--- src/core/probe_regs_pkg.sv ---
// Constants, types and helpers for the probe's holding-register bank.
// Assumes word addresses are the zero-based protocol addresses of 16-bit registers.
package probe_regs_pkg;

	// Register addresses (protocol address = register number minus one)
	localparam logic [15:0] ADDR_ERROR_FLAG     = 16'h0200;
	localparam logic [15:0] ADDR_ERROR_SUM_LO   = 16'h0203;
	localparam logic [15:0] ADDR_ERROR_SUM_HI   = 16'h0204;
	localparam logic [15:0] ADDR_HASH_LO        = 16'h0205;
	localparam logic [15:0] ADDR_HASH_HI        = 16'h0206;
	localparam logic [15:0] ADDR_SMOOTH_LO      = 16'h0310;
	localparam logic [15:0] ADDR_SMOOTH_HI      = 16'h0311;
	localparam logic [15:0] ADDR_SLAVE_ID       = 16'h0600;
	localparam logic [15:0] ADDR_BAUD_SELECT    = 16'h0601;
	localparam logic [15:0] ADDR_CHAR_FRAMING   = 16'h0602;
	localparam logic [15:0] ADDR_REPLY_DELAY    = 16'h0603;
	localparam logic [15:0] ADDR_PROTOCOL       = 16'h0604;
	localparam logic [15:0] ADDR_RESTART        = 16'h0605;
	localparam logic [15:0] ADDR_INT_TEST       = 16'h1F00;
	localparam logic [15:0] ADDR_FLOAT_TEST_LO  = 16'h1F01;
	localparam logic [15:0] ADDR_FLOAT_TEST_HI  = 16'h1F02;
	localparam logic [15:0] ADDR_TEXT_TEST_0    = 16'h1F03;
	localparam logic [15:0] ADDR_TEXT_TEST_1    = 16'h1F04;
	localparam logic [15:0] ADDR_TEXT_TEST_2    = 16'h1F05;
	localparam logic [15:0] ADDR_TEXT_TEST_3    = 16'h1F06;

	// Error flag values
	localparam logic [15:0] ERROR_FLAG_ACTIVE   = 16'h0000;
	localparam logic [15:0] ERROR_FLAG_CLEAR    = 16'h0001;

	// Error weights, one bit each
	localparam logic [31:0] ERR_TEMP_MEAS       = 32'h0000_0001;
	localparam logic [31:0] ERR_HUM_MEAS        = 32'h0000_0002;
	localparam logic [31:0] ERR_HUM_SENSOR      = 32'h0000_0004;
	localparam logic [31:0] ERR_CAP_REF         = 32'h0000_0008;
	localparam logic [31:0] ERR_AMBIENT_TEMP    = 32'h0000_0010;
	localparam logic [31:0] ERR_FW_CHECKSUM     = 32'h0000_0020;
	localparam logic [31:0] ERR_DEV_SETTINGS    = 32'h0000_0040;
	localparam logic [31:0] ERR_ADD_CONFIG      = 32'h0000_0080;
	localparam logic [31:0] ERR_SENSOR_COEF     = 32'h0000_0100;
	localparam logic [31:0] ERR_MAIN_CONFIG     = 32'h0000_0200;
	localparam logic [31:0] ERR_SUPPLY_VOLTAGE  = 32'h0000_0800;
	localparam logic [31:0] ERR_NVM_ACCESS      = 32'h0000_2000;
	localparam logic [31:0] ERR_CAL_CHECKSUM    = 32'h0000_4000;
	localparam logic [31:0] ERR_DEFINED_MASK    = ERR_TEMP_MEAS | ERR_HUM_MEAS | ERR_HUM_SENSOR
		| ERR_CAP_REF | ERR_AMBIENT_TEMP | ERR_FW_CHECKSUM | ERR_DEV_SETTINGS | ERR_ADD_CONFIG
		| ERR_SENSOR_COEF | ERR_MAIN_CONFIG | ERR_SUPPLY_VOLTAGE | ERR_NVM_ACCESS
		| ERR_CAL_CHECKSUM;

	// Valid ranges and codes
	localparam logic [15:0] SLAVE_ID_MIN        = 16'h0001;
	localparam logic [15:0] SLAVE_ID_MAX        = 16'h00F7;
	localparam logic [15:0] BAUD_CODE_MIN       = 16'h0005;
	localparam logic [15:0] BAUD_CODE_MAX       = 16'h0008;
	localparam logic [15:0] FRAMING_CODE_MAX    = 16'h0005;
	localparam logic [15:0] REPLY_DELAY_MAX     = 16'h03FC;
	localparam logic [15:0] PROTOCOL_RTU        = 16'h0006;
	localparam logic [15:0] RESTART_COMMAND     = 16'h0001;

	// Values after reset
	localparam logic [31:0] SMOOTH_RESET        = 32'h3F80_0000;
	localparam logic [15:0] SLAVE_ID_RESET      = 16'h00F0;
	localparam logic [15:0] BAUD_RESET          = 16'h0006;
	localparam logic [15:0] FRAMING_RESET       = 16'h0001;
	localparam logic [15:0] REPLY_DELAY_RESET   = 16'h0000;
	localparam logic [15:0] PROTOCOL_RESET      = 16'h0006;

	// Fixed test values
	localparam logic [15:0] INT_TEST_VALUE      = 16'hCFC7;
	localparam logic [31:0] FLOAT_TEST_VALUE    = 32'hC2F6_E666;
	localparam logic [63:0] TEXT_TEST_VALUE     = 64'h2D31_3233_2E34_3500;

	// Exception answers
	localparam logic [7:0]  EXC_NONE            = 8'h00;
	localparam logic [7:0]  EXC_ILLEGAL_ADDR    = 8'h02;
	localparam logic [7:0]  EXC_ILLEGAL_VALUE   = 8'h03;

	localparam logic [31:0] HASH_SEED           = 32'h5A5A_C3C3;

	typedef struct packed {
		logic [31:0] smoothing_factor;
		logic [15:0] slave_id;
		logic [15:0] baud_select;
		logic [15:0] char_framing;
		logic [15:0] reply_delay_ms;
		logic [15:0] protocol_select;
	} probe_cfg_t;

	typedef struct packed {
		logic [15:0] baud_select;
		logic [15:0] char_framing;
	} link_cfg_t;

	// Pure function of its inputs, so undoing every change restores the value
	function automatic logic [31:0] settings_hash(input probe_cfg_t cfg, input logic [31:0] adj);
		logic [31:0] h;
		logic [31:0] w [0:6];
		h = HASH_SEED;
		w[0] = cfg.smoothing_factor;
		w[1] = {16'h0000, cfg.slave_id};
		w[2] = {16'h0000, cfg.baud_select};
		w[3] = {16'h0000, cfg.char_framing};
		w[4] = {16'h0000, cfg.reply_delay_ms};
		w[5] = {16'h0000, cfg.protocol_select};
		w[6] = adj;
		for (int i = 0; i < 7; i++)
		begin
			h = {h[26:0], h[31:27]} ^ w[i];
			h = h + {w[i][15:0], w[i][31:16]};
		end
		return h;
	endfunction

endpackage

--- src/core/probe_modbus_config_status_regs.sv ---
// Holding-register bank: configuration, status and test registers of the probe.
// Assumes a protocol engine on the same clock presents one decoded 16-bit register access
// per request, and that error conditions and the adjustment signature are same-clock logic.
module probe_modbus_config_status_regs
	import probe_regs_pkg::*;
(
	input  wire logic        ref_clk_in,
	input  wire logic        reset_n_in,
	input  wire logic        req_in,
	input  wire logic        write_in,
	input  wire logic [15:0] addr_in,
	input  wire logic [15:0] wdata_in,
	input  wire logic [31:0] error_conditions_in,
	input  wire logic [31:0] adjust_signature_in,
	output logic             ack_out,
	output logic [15:0]      rdata_out,
	output logic [7:0]       exception_out,
	output logic             restart_out,
	output logic [31:0]      smoothing_factor_out,
	output logic [15:0]      slave_id_out,
	output logic [15:0]      reply_delay_ms_out,
	output logic [15:0]      protocol_select_out,
	output link_cfg_t        link_cfg_out
);

	probe_cfg_t  cfg_q,      cfg_d;
	link_cfg_t   link_q,     link_d;
	logic [15:0] smooth_lo_q, smooth_lo_d;
	logic [31:0] err_sum_q,  err_sum_d;
	logic [31:0] hash_q,     hash_d;
	logic        ack_q,      ack_d;
	logic [15:0] rdata_q,    rdata_d;
	logic [7:0]  exc_q,      exc_d;
	logic        restart_q,  restart_d;
	logic [15:0] text_word [0:3];

	function automatic logic in_range(input logic [15:0] v, input logic [15:0] lo,
		input logic [15:0] hi);
		return (v >= lo) && (v <= hi);
	endfunction

	// Text test words, first character in the high byte of the first word
	for (genvar g = 0; g < 4; g++)
	begin : g_text_word
		assign text_word[g] = TEXT_TEST_VALUE[63 - 16 * g -: 16];
	end

	// Status words follow their sources one cycle late
	always_comb
	begin
		err_sum_d = error_conditions_in & ERR_DEFINED_MASK;
		hash_d    = settings_hash(cfg_q, adjust_signature_in);
	end

	always_ff @(posedge ref_clk_in)
	begin
		if (!reset_n_in)
		begin
			err_sum_q <= 32'h0000_0000;
			hash_q    <= HASH_SEED;
		end
		else
		begin
			err_sum_q <= err_sum_d;
			hash_q    <= hash_d;
		end
	end

	always_comb
	begin
		cfg_d       = cfg_q;
		link_d      = link_q;
		smooth_lo_d = smooth_lo_q;
		ack_d       = req_in;
		rdata_d     = 16'h0000;
		exc_d       = EXC_NONE;
		restart_d   = 1'b0;
		if (req_in && write_in)
		begin
			unique case (addr_in)
				ADDR_SMOOTH_LO:
					smooth_lo_d = wdata_in;
				ADDR_SMOOTH_HI:
					cfg_d.smoothing_factor = {wdata_in, smooth_lo_q};
				ADDR_SLAVE_ID:
					if (in_range(wdata_in, SLAVE_ID_MIN, SLAVE_ID_MAX))
						cfg_d.slave_id = wdata_in;
					else
						exc_d = EXC_ILLEGAL_VALUE;
				ADDR_BAUD_SELECT:
					if (in_range(wdata_in, BAUD_CODE_MIN, BAUD_CODE_MAX))
						cfg_d.baud_select = wdata_in;
					else
						exc_d = EXC_ILLEGAL_VALUE;
				ADDR_CHAR_FRAMING:
					if (wdata_in <= FRAMING_CODE_MAX)
						cfg_d.char_framing = wdata_in;
					else
						exc_d = EXC_ILLEGAL_VALUE;
				ADDR_REPLY_DELAY:
					if (wdata_in <= REPLY_DELAY_MAX)
						cfg_d.reply_delay_ms = wdata_in;
					else
						exc_d = EXC_ILLEGAL_VALUE;
				ADDR_PROTOCOL:
					if (wdata_in == PROTOCOL_RTU)
						cfg_d.protocol_select = wdata_in;
					else
						exc_d = EXC_ILLEGAL_VALUE;
				ADDR_RESTART:
					if (wdata_in == RESTART_COMMAND)
					begin
						restart_d = 1'b1;
						link_d.baud_select  = cfg_q.baud_select;
						link_d.char_framing = cfg_q.char_framing;
					end
					else
						exc_d = EXC_ILLEGAL_VALUE;
				default:
					exc_d = EXC_ILLEGAL_ADDR;
			endcase
		end
		else if (req_in)
		begin
			unique case (addr_in)
				ADDR_ERROR_FLAG:
					rdata_d = (err_sum_q != 32'h0000_0000) ? ERROR_FLAG_ACTIVE
						: ERROR_FLAG_CLEAR;
				ADDR_ERROR_SUM_LO:
					rdata_d = err_sum_q[15:0];
				ADDR_ERROR_SUM_HI:
					rdata_d = err_sum_q[31:16];
				ADDR_HASH_LO:
					rdata_d = hash_q[15:0];
				ADDR_HASH_HI:
					rdata_d = hash_q[31:16];
				ADDR_SMOOTH_LO:
					rdata_d = cfg_q.smoothing_factor[15:0];
				ADDR_SMOOTH_HI:
					rdata_d = cfg_q.smoothing_factor[31:16];
				ADDR_SLAVE_ID:
					rdata_d = cfg_q.slave_id;
				ADDR_BAUD_SELECT:
					rdata_d = cfg_q.baud_select;
				ADDR_CHAR_FRAMING:
					rdata_d = cfg_q.char_framing;
				ADDR_REPLY_DELAY:
					rdata_d = cfg_q.reply_delay_ms;
				ADDR_PROTOCOL:
					rdata_d = cfg_q.protocol_select;
				ADDR_INT_TEST:
					rdata_d = INT_TEST_VALUE;
				ADDR_FLOAT_TEST_LO:
					rdata_d = FLOAT_TEST_VALUE[15:0];
				ADDR_FLOAT_TEST_HI:
					rdata_d = FLOAT_TEST_VALUE[31:16];
				ADDR_TEXT_TEST_0:
					rdata_d = text_word[0];
				ADDR_TEXT_TEST_1:
					rdata_d = text_word[1];
				ADDR_TEXT_TEST_2:
					rdata_d = text_word[2];
				ADDR_TEXT_TEST_3:
					rdata_d = text_word[3];
				// Restart register is write-only; unmapped reads are refused
				default:            exc_d = EXC_ILLEGAL_ADDR;
			endcase
		end
	end

	always_ff @(posedge ref_clk_in)
	begin
		if (!reset_n_in)
		begin
			cfg_q.smoothing_factor <= SMOOTH_RESET;
			cfg_q.slave_id         <= SLAVE_ID_RESET;
			cfg_q.baud_select      <= BAUD_RESET;
			cfg_q.char_framing     <= FRAMING_RESET;
			cfg_q.reply_delay_ms   <= REPLY_DELAY_RESET;
			cfg_q.protocol_select  <= PROTOCOL_RESET;
			link_q.baud_select     <= BAUD_RESET;
			link_q.char_framing    <= FRAMING_RESET;
			smooth_lo_q            <= 16'h0000;
			ack_q                  <= 1'b0;
			rdata_q                <= 16'h0000;
			exc_q                  <= EXC_NONE;
			restart_q              <= 1'b0;
		end
		else
		begin
			cfg_q       <= cfg_d;
			link_q      <= link_d;
			smooth_lo_q <= smooth_lo_d;
			ack_q       <= ack_d;
			rdata_q     <= rdata_d;
			exc_q       <= exc_d;
			restart_q   <= restart_d;
		end
	end

	assign ack_out              = ack_q;
	assign rdata_out            = rdata_q;
	assign exception_out        = exc_q;
	assign restart_out          = restart_q;
	assign smoothing_factor_out = cfg_q.smoothing_factor;
	assign slave_id_out         = cfg_q.slave_id;
	assign reply_delay_ms_out   = cfg_q.reply_delay_ms;
	assign protocol_select_out  = cfg_q.protocol_select;
	assign link_cfg_out         = link_q;

endmodule // probe_modbus_config_status_regs

--- config.mk ---
export PLATFORM = sky130hd
export DESIGN_NAME = probe_modbus_config_status_regs
export DESIGN_NICKNAME = d
export VERILOG_FILES = /design/src/core/probe_regs_pkg.sv /design/src/core/probe_modbus_config_status_regs.sv
export SDC_FILE = /design/constraint.sdc
export NUM_CORES = 1
export LEC_CHECK = 0
export BUFFER_PORTS_ARGS = -buffer_cell sky130_fd_sc_hd__buf_2
export CAP_MARGIN = 10
export CORE_MARGIN = 3
export CORE_UTILIZATION = 55
export DETAILED_ROUTE_END_ITERATION = 12
export GPL_TIMING_DRIVEN = 0
export MAX_ROUTING_LAYER = met4
export PLACE_DENSITY = 0.77
export SLEW_MARGIN = 30
export SYNTH_ARGS = -nofsm -noshare
export SYNTH_HDL_FRONTEND = slang
export SYNTH_SLANG_ARGS = --single-unit
--- constraint.sdc ---
create_clock -name ref_clk_in -period 23.1 [get_ports ref_clk_in]
set_clock_uncertainty 0.15 [all_clocks]
set_input_delay 5.775 -clock ref_clk_in [delete_from_list [all_inputs] [get_ports ref_clk_in]]
set_output_delay 5.775 -clock ref_clk_in [all_outputs]
set_load 0.05 [all_outputs]
* Word level (Yosys, flattened, before mapping)
Cells that the tools add are included.
Operators by class: $add $sub $neg 7, $lt $le $gt $ge 6, equality and inequality tests 22, muxes and demuxes 13, bitwise operators 9, reduce and logical (&&, ||, !) cells 16
Operators by type and width (count):
- case mux 16 bit (19 select lines) | 1
- adder 32 bit | 7
- XOR 32 x 16 -> 32 bit | 5
- equality test 16 x 10 -> 1 bit (second input constant) | 7
- equality test 16 x 13 -> 1 bit (second input constant) | 7
- equality test 16 x 11 -> 1 bit (second input constant) | 6
- nonzero test 32 bit | 1
- XOR 32 bit | 1
- AND reduction 3 bit | 7
- OR reduction 19 bit | 1
- equality test 16 x 1 -> 1 bit (second input constant) | 1
- equality test 16 x 3 -> 1 bit (second input constant) | 1
- greater-or-equal comparator 16 x 1 -> 1 bit (second input constant) | 1
- greater-or-equal comparator 16 x 3 -> 1 bit (second input constant) | 1
- less-or-equal comparator 16 x 10 -> 1 bit (second input constant) | 1
- less-or-equal comparator 16 x 3 -> 1 bit (second input constant) | 1
- less-or-equal comparator 16 x 4 -> 1 bit (second input constant) | 1
- less-or-equal comparator 16 x 8 -> 1 bit (second input constant) | 1
- 2-to-1 mux 2 bit | 8
- inverter 16 bit | 1
- case mux 2 bit (7 select lines) | 1
- 2-to-1 mux 8 bit | 1
- AND reduction 2 bit | 2
- logical AND 1 bit | 3
- other kinds (4) | 6
Word-level totals: register bits after elaboration 250, logic and storage cells 89

* Logic depth before layout (Yosys ltp)
word-level depth 14, depth in mapped cells 43, mapped depth without buffers 43

* Least setup slack after synthesis
OpenSTA, ideal clock, no wires.
path type input -> register, start input adjust_signature_in[0], end register hash_q[30], data arrival time 8.667 ns, required time 22.829 ns, path slack 14.162 ns, stages on the path 14, cell sequence xor2_1 -> xnor2_1 -> ha_1 -> inv_1 -> fa_1 -> nand2b_1 -> a21oi_1 -> nor4_1 -> o21bai_1 -> a41o_1 -> a2111oi_0 -> or3_1 -> o211ai_1 -> mux2_2
Between the ends: longest elaborated chain between the ends 2
RTL lines:
- start, declared | line probe_modbus_config_status_regs.sv:14 | input wire logic [31:0] adjust_signature_in,
- XOR 32 bit | line probe_regs_pkg.sv:108 | h = {h[26:0], h[31:27]} ^ w[i];
- adder 32 bit (*) | line probe_regs_pkg.sv:109 | h = h + {w[i][15:0], w[i][31:16]};
- end signal, assigned | line probe_modbus_config_status_regs.sv:65 | hash_q <= hash_d;
- end, declared | line probe_modbus_config_status_regs.sv:30 | logic [31:0] hash_q, hash_d;
Every way passes the cells marked *; elsewhere a longest branch is shown, timed or not. A chain may end at the register's enable or synchronous reset.

* Worst setup path in the final report
start register cfg_q (netlist bit smoothing_factor_out[3]), end register hash_q[30]
Between the ends: longest elaborated chain between the ends 14
RTL lines:
- start, declared | line probe_modbus_config_status_regs.sv:26 | probe_cfg_t cfg_q, cfg_d;
- start signal, assigned | line probe_modbus_config_status_regs.sv:191 | cfg_q <= cfg_d;
- inverter 16 bit (no line)
- adder 32 bit (*) | line probe_regs_pkg.sv:109
- XOR 32 x 16 -> 32 bit (*) | line probe_regs_pkg.sv:108
- adder 32 bit (*) | line probe_regs_pkg.sv:109
- XOR 32 x 16 -> 32 bit (*) | line probe_regs_pkg.sv:108
- adder 32 bit (*) | line probe_regs_pkg.sv:109
- XOR 32 x 16 -> 32 bit (*) | line probe_regs_pkg.sv:108
- adder 32 bit (*) | line probe_regs_pkg.sv:109
- XOR 32 x 16 -> 32 bit (*) | line probe_regs_pkg.sv:108
- adder 32 bit (*) | line probe_regs_pkg.sv:109
- XOR 32 x 16 -> 32 bit (*) | line probe_regs_pkg.sv:108
- adder 32 bit (*) | line probe_regs_pkg.sv:109
- XOR 32 bit (*) | line probe_regs_pkg.sv:108
- adder 32 bit (*) | line probe_regs_pkg.sv:109
Marked as above.

==> Implementation_results.wiki <==
{| class="wikitable"
! Metric !! Value
|-
| Total Neg Setup Slack || 0 ps
|-
| Final number of max-transition violations || 0
|-
| Outcome || complete, no violations
|-
| Slew of the pin with the lowest slew margin || 1140 ps
|-
| Final estimated routing congestion in global placement || ~1.1
|-
| Clock slew at reported path FFs || about 60 ps
|-
| Critical path's largest stage delay || ~610 ps
|-
| HP Class || register to register
|-
| Worst Setup Slack, final || 11560 ps
|-
| Die width || 177 um
|-
| Total setup buffers inserted after CTS || 0
|-
| Total via count in the routed design || 16.3k
|-
| Crit path required time || 23400 ps
|-
| Power Internal || 0.000681 W
|-
| Number of DRC markers in iteration 0 || 1897
|-
| # Max-Cap Violations || 0
|-
| Part of the cycle the worst path needs || 50.0%
|-
| Minimum clock period || 11540 ps
|-
| Fraction of power spent switching nets || 26.8%
|-
| Synthesis-to-finish area growth || 15.0%
|-
| R2R Path Start || smoothing_factor_out[3]$_SDFFE_PN0P_
|-
| TritonCTS buffer count || 24
|-
| CP max stage cell || dfxtp_1
|-
| Gate power share || 11.2%
|-
| Drt first pass iters || 6
|-
| Vertical die dimension || approximately 180 um
|-
| Hold Path Sink || link_cfg_out[9]$_SDFFE_PN0P_
|-
| Number of vias per cell after detailed routing || just over 6
|-
| Met1 Usage GRT || 57.4%
|-
| CTS tree || done
|-
| Part of the Yosys area used for sequential elements || ~28%
|-
| Fraction of power consumed by the clock network || between 40% and 50%
|-
| Sequential share of power || 43.2%
|-
| Standby leakage power || roughly 8.3 nW
|-
| Synthesized flop and latch total || approximately 230
|-
| First-pass GRT wire length || 97600 um
|-
| Number of antenna-violating nets in the routed design || 0
|-
| Met2 Track Usage GR || between 60% and 70%
|-
| Unique masters post-synth || 77
|-
| Cell count of the worst reg-to-reg path || 40
|-
| Final hold vios || 0
|-
| Synthesized instance count || 1978
|-
| Hold-critical path depth || 2
|-
| # port buffers || approximately 210
|-
| Initial Util || 56.0%
|-
| Post-route core utilization || around 64%
|-
| Hold wc startpoint || link_cfg_out[9]$_SDFFE_PN0P_
|-
| Switching component of the power || around 0.00025 W
|-
| Number of I/O pins || 238
|-
| Crit path max fanout || 10
|-
| # nets final || between 2k and 2.5k
|-
| DRC Markers || 0
|-
| Peak ir drop on the vdd network || 0.0812 mV
|-
| Hold-fix buffer count after cts || 0
|-
| GRT Util Overall || 43.2%
|-
| Setup Viol. Count Final || 0
|-
| Area of the core region || between 0.02 and 0.03 mm^2
|-
| Die area || about 0.031 mm^2
|-
| Critical path capture point type || register
|-
| Root buf cell || clkbuf_16
|-
| Buffer depth of the longest clock path || 3
|-
| Worst EP arrival || 11850 ps
|-
| Fraction of final layout cells with drive strength greater than 1 || between 15 and 20%
|-
| Top cell by count, worst path || o21ai_0
|-
| Async SR Flop Fraction || 0%
|-
| # clock sinks || 225
|-
| Area of the mapped netlist || ~0.016 mm^2
|-
| Reg-to-reg slack, setup || 11560 ps
|-
| Number of synthesized flops with an enable pin || 0
|-
| Number of levels in the clock H-tree || 1
|-
| Power density relative to cell area || 50.2 mW/mm^2
|-
| Peak-usage layer in the global routing report || met2
|-
| Maximum achievable frequency || 0.0866 GHz
|-
| Average routed wire per standard cell || 26.1 um
|-
| Average cell area after synthesis || 8.15 um^2
|-
| Final wirelength || 68200 um
|-
| Post-CTS resize count || 0
|-
| Antenna violations before repair || 1
|-
| Type of the worst setup path || register to register
|-
| End of the worst register-to-register path || hash_q[30]$_SDFF_PN1_
|-
| Warnings from Yosys || 0
|-
| Maximum number of pins on one net before global-route repair || 16
|-
| Detailed Place HPWL || 54600 um
|-
| Worst setup timing slack at the placement stage || 11930 ps
|-
| Kind of launch point of the worst setup path || register
|-
| Global-route met3 utilization || 7.64%
|-
| Via count of the first global-routing pass || 15.2k
|-
| Overflow left after global routing || 0
|-
| Slew margin rel. || 24.0%
|-
| Clk Latency, worst-skew pair || 560 ps
|-
| RSZ-0062 raised after global routing || false
|-
| Most used flip-flop cell after synthesis || dfxtp_1
|-
| Number of cell rows || 62
|}
==> flip-flops by register name (all words and copies together) (netlist names), 16 cells and up <==
name	count
cfg_q	32
hash_q	32
link_cfg_out	32
smoothing_factor_out	32
protocol_select_out	16
rdata_out	16
reply_delay_ms_out	16
slave_id_out	16
smooth_lo_q	16
==> final cells by class <==
type                       instances  area [um^2]
antenna                            1         2.50
buffer                           170          998
clock buffer                      27          642
clock inverter                    17          229
fill                            2488        10200
inverter                          74          278
multi-input combinational       1514        10400
sequential                       225         4500
tap                              384          480
timing repair buffer             207         1040
==> worst max-delay path, delay by kind of cell (launching register included) <==
family                   cells  cell delay [ps]
AND/OR/NAND/NOR              9             1930
AO/OA/AOI/OAI               21             5750
flip-flops                   1              610
multiplexers                 1              370
adder cells (fa/ha/maj)      4             1430
buffers and inverters        3              580
XOR/XNOR                     2              580
==> synthesized netlist by cell type (14+ instances only) <==
cell      count  area share (%)
nor2_1      109             2.5
a221oi_1     19             1.0
buf_4        86             4.0
clkbuf_1     67             1.6
o21bai_1     16            0.75
a21o_1       41             1.9
xor2_1       46             2.5
nand2b_1     17            0.66
nand3_1      31            0.96
a21oi_1     176             5.5
ha_1        136              11
a22oi_1      28             1.3
and3_1       48             1.9
dfxtp_1     225              28
a211oi_1     14            0.65
mux2i_1      35             2.2
o21ai_0      64             2.0
or3_1        20            0.78
nor3_1       31            0.96
a31oi_1      18            0.70
inv_1        74             1.7
xnor2_1     187              10
nor2b_1      17            0.66
nand2_1     252             5.9
and2_1       36             1.4
==> cell families after synthesis <==
kind of cell	Yosys count	share of synthesized area (%)
AOI/OAI and AO/OA	475	19.1
xor gates and xnor gates	233	12.7
adders and majority gates	143	11.4
buffers and inverters	244	7.91
DFF	225	28.0
muxes	36	2.24
other	1	0.0233
and+or+nand+nor	621	18.6
==> how the worst max path moves through the flow <==
stage,start,end,slack (ps),cells past startpoint
6_report,smoothing_factor_out[3]$_SDFFE_PN0P_,hash_q[30]$_SDFF_PN1_,11560,40
5_1_grt,smoothing_factor_out[3]$_SDFFE_PN0P_,hash_q[30]$_SDFF_PN1_,11010,42
4_1_cts,smoothing_factor_out[3]$_SDFFE_PN0P_,hash_q[30]$_SDFF_PN1_,11850,42
3_5_place_dp,smoothing_factor_out[3]$_SDFFE_PN0P_,hash_q[30]$_SDFF_PN1_,11930,42
3_3_place_gp,smoothing_factor_out[3]$_SDFFE_PN0P_,hash_q[30]$_SDFF_PN1_,11870,42
2_1_floorplan,adjust_signature_in[0],hash_q[30]$_SDFF_PN1_,14160,14
==> power by group through the flow <==
stage / Sequential [W] / Clock (W) / Combinational (W)
final: 0.000402 / 0.000424 / 0.000104
after global routing: 0.000402 / 0.000436 / 0.000110
after CTS: 0.000401 / 0.000418 / 0.000101
after detailed placement: 0.000410 / 0 / 0.000100
after global placement: 0.000410 / 0 / 0.0000994
after floorplan: 0.000408 / 0 / 0.0000625
==> per-stage QoR <==
stage               cells  hold WS [ps]  total power (W)  cell area, um^2
finish               2619           299         0.000930            18500
global route         2619           317         0.000948            18500
CTS                  2618           299         0.000921            18500
detailed placement   2574           292         0.000510            17700
global placement     2574           285         0.000509            17600
floorplan            1983           282         0.000471            16100
==> per-layer routing <==
metal / up-vias / routed length, um
met5: - / 0
met4: 0 / 4440
met3: 245 / 7780
met2: 1040 / 28600
met1: 7634 / 27400
li1: 7337 / -
==> cells in the final DEF, fill, tap and decap left out, types with 7 or more instances in the layout <==
| cell type | Yosys | routed |
|---|---|---|
| nand4_1 | 12 | 12 |
| xor2_1 | 46 | 46 |
| buf_2 | 11 | 218 |
| buf_4 | 86 | 86 |
| inv_1 | 74 | 74 |
| mux2i_1 | 35 | 35 |
| o21bai_1 | 16 | 16 |
| o21ai_0 | 64 | 64 |
| nor4_1 | 10 | 10 |
| dfxtp_1 | 225 | 225 |
| or3_1 | 20 | 20 |
| a31oi_2 | 7 | 7 |
| xnor2_1 | 187 | 187 |
| nor2b_1 | 17 | 17 |
| ha_1 | 136 | 136 |
| a221oi_1 | 19 | 19 |
| a21o_1 | 41 | 41 |
| a211oi_1 | 14 | 14 |
| clkbuf_1 | 67 | 66 |
| nand2b_1 | 17 | 17 |
| nor2_1 | 109 | 109 |
| a2111oi_0 | 7 | 7 |
| clkbuf_16 | 0 | 24 |
| and2_1 | 36 | 36 |
| fa_1 | 7 | 7 |
| o211ai_1 | 12 | 12 |
| a21oi_1 | 176 | 176 |
| o31ai_1 | 8 | 8 |
| a31oi_1 | 18 | 18 |
| nand3_1 | 31 | 31 |
| a22o_1 | 11 | 11 |
| o21a_1 | 9 | 9 |
| and3_1 | 48 | 48 |
| nand2_1 | 252 | 252 |
| a22oi_1 | 28 | 28 |
| nor3_1 | 31 | 28 |
No activity file was read; power rests on OpenSTA's default activity.
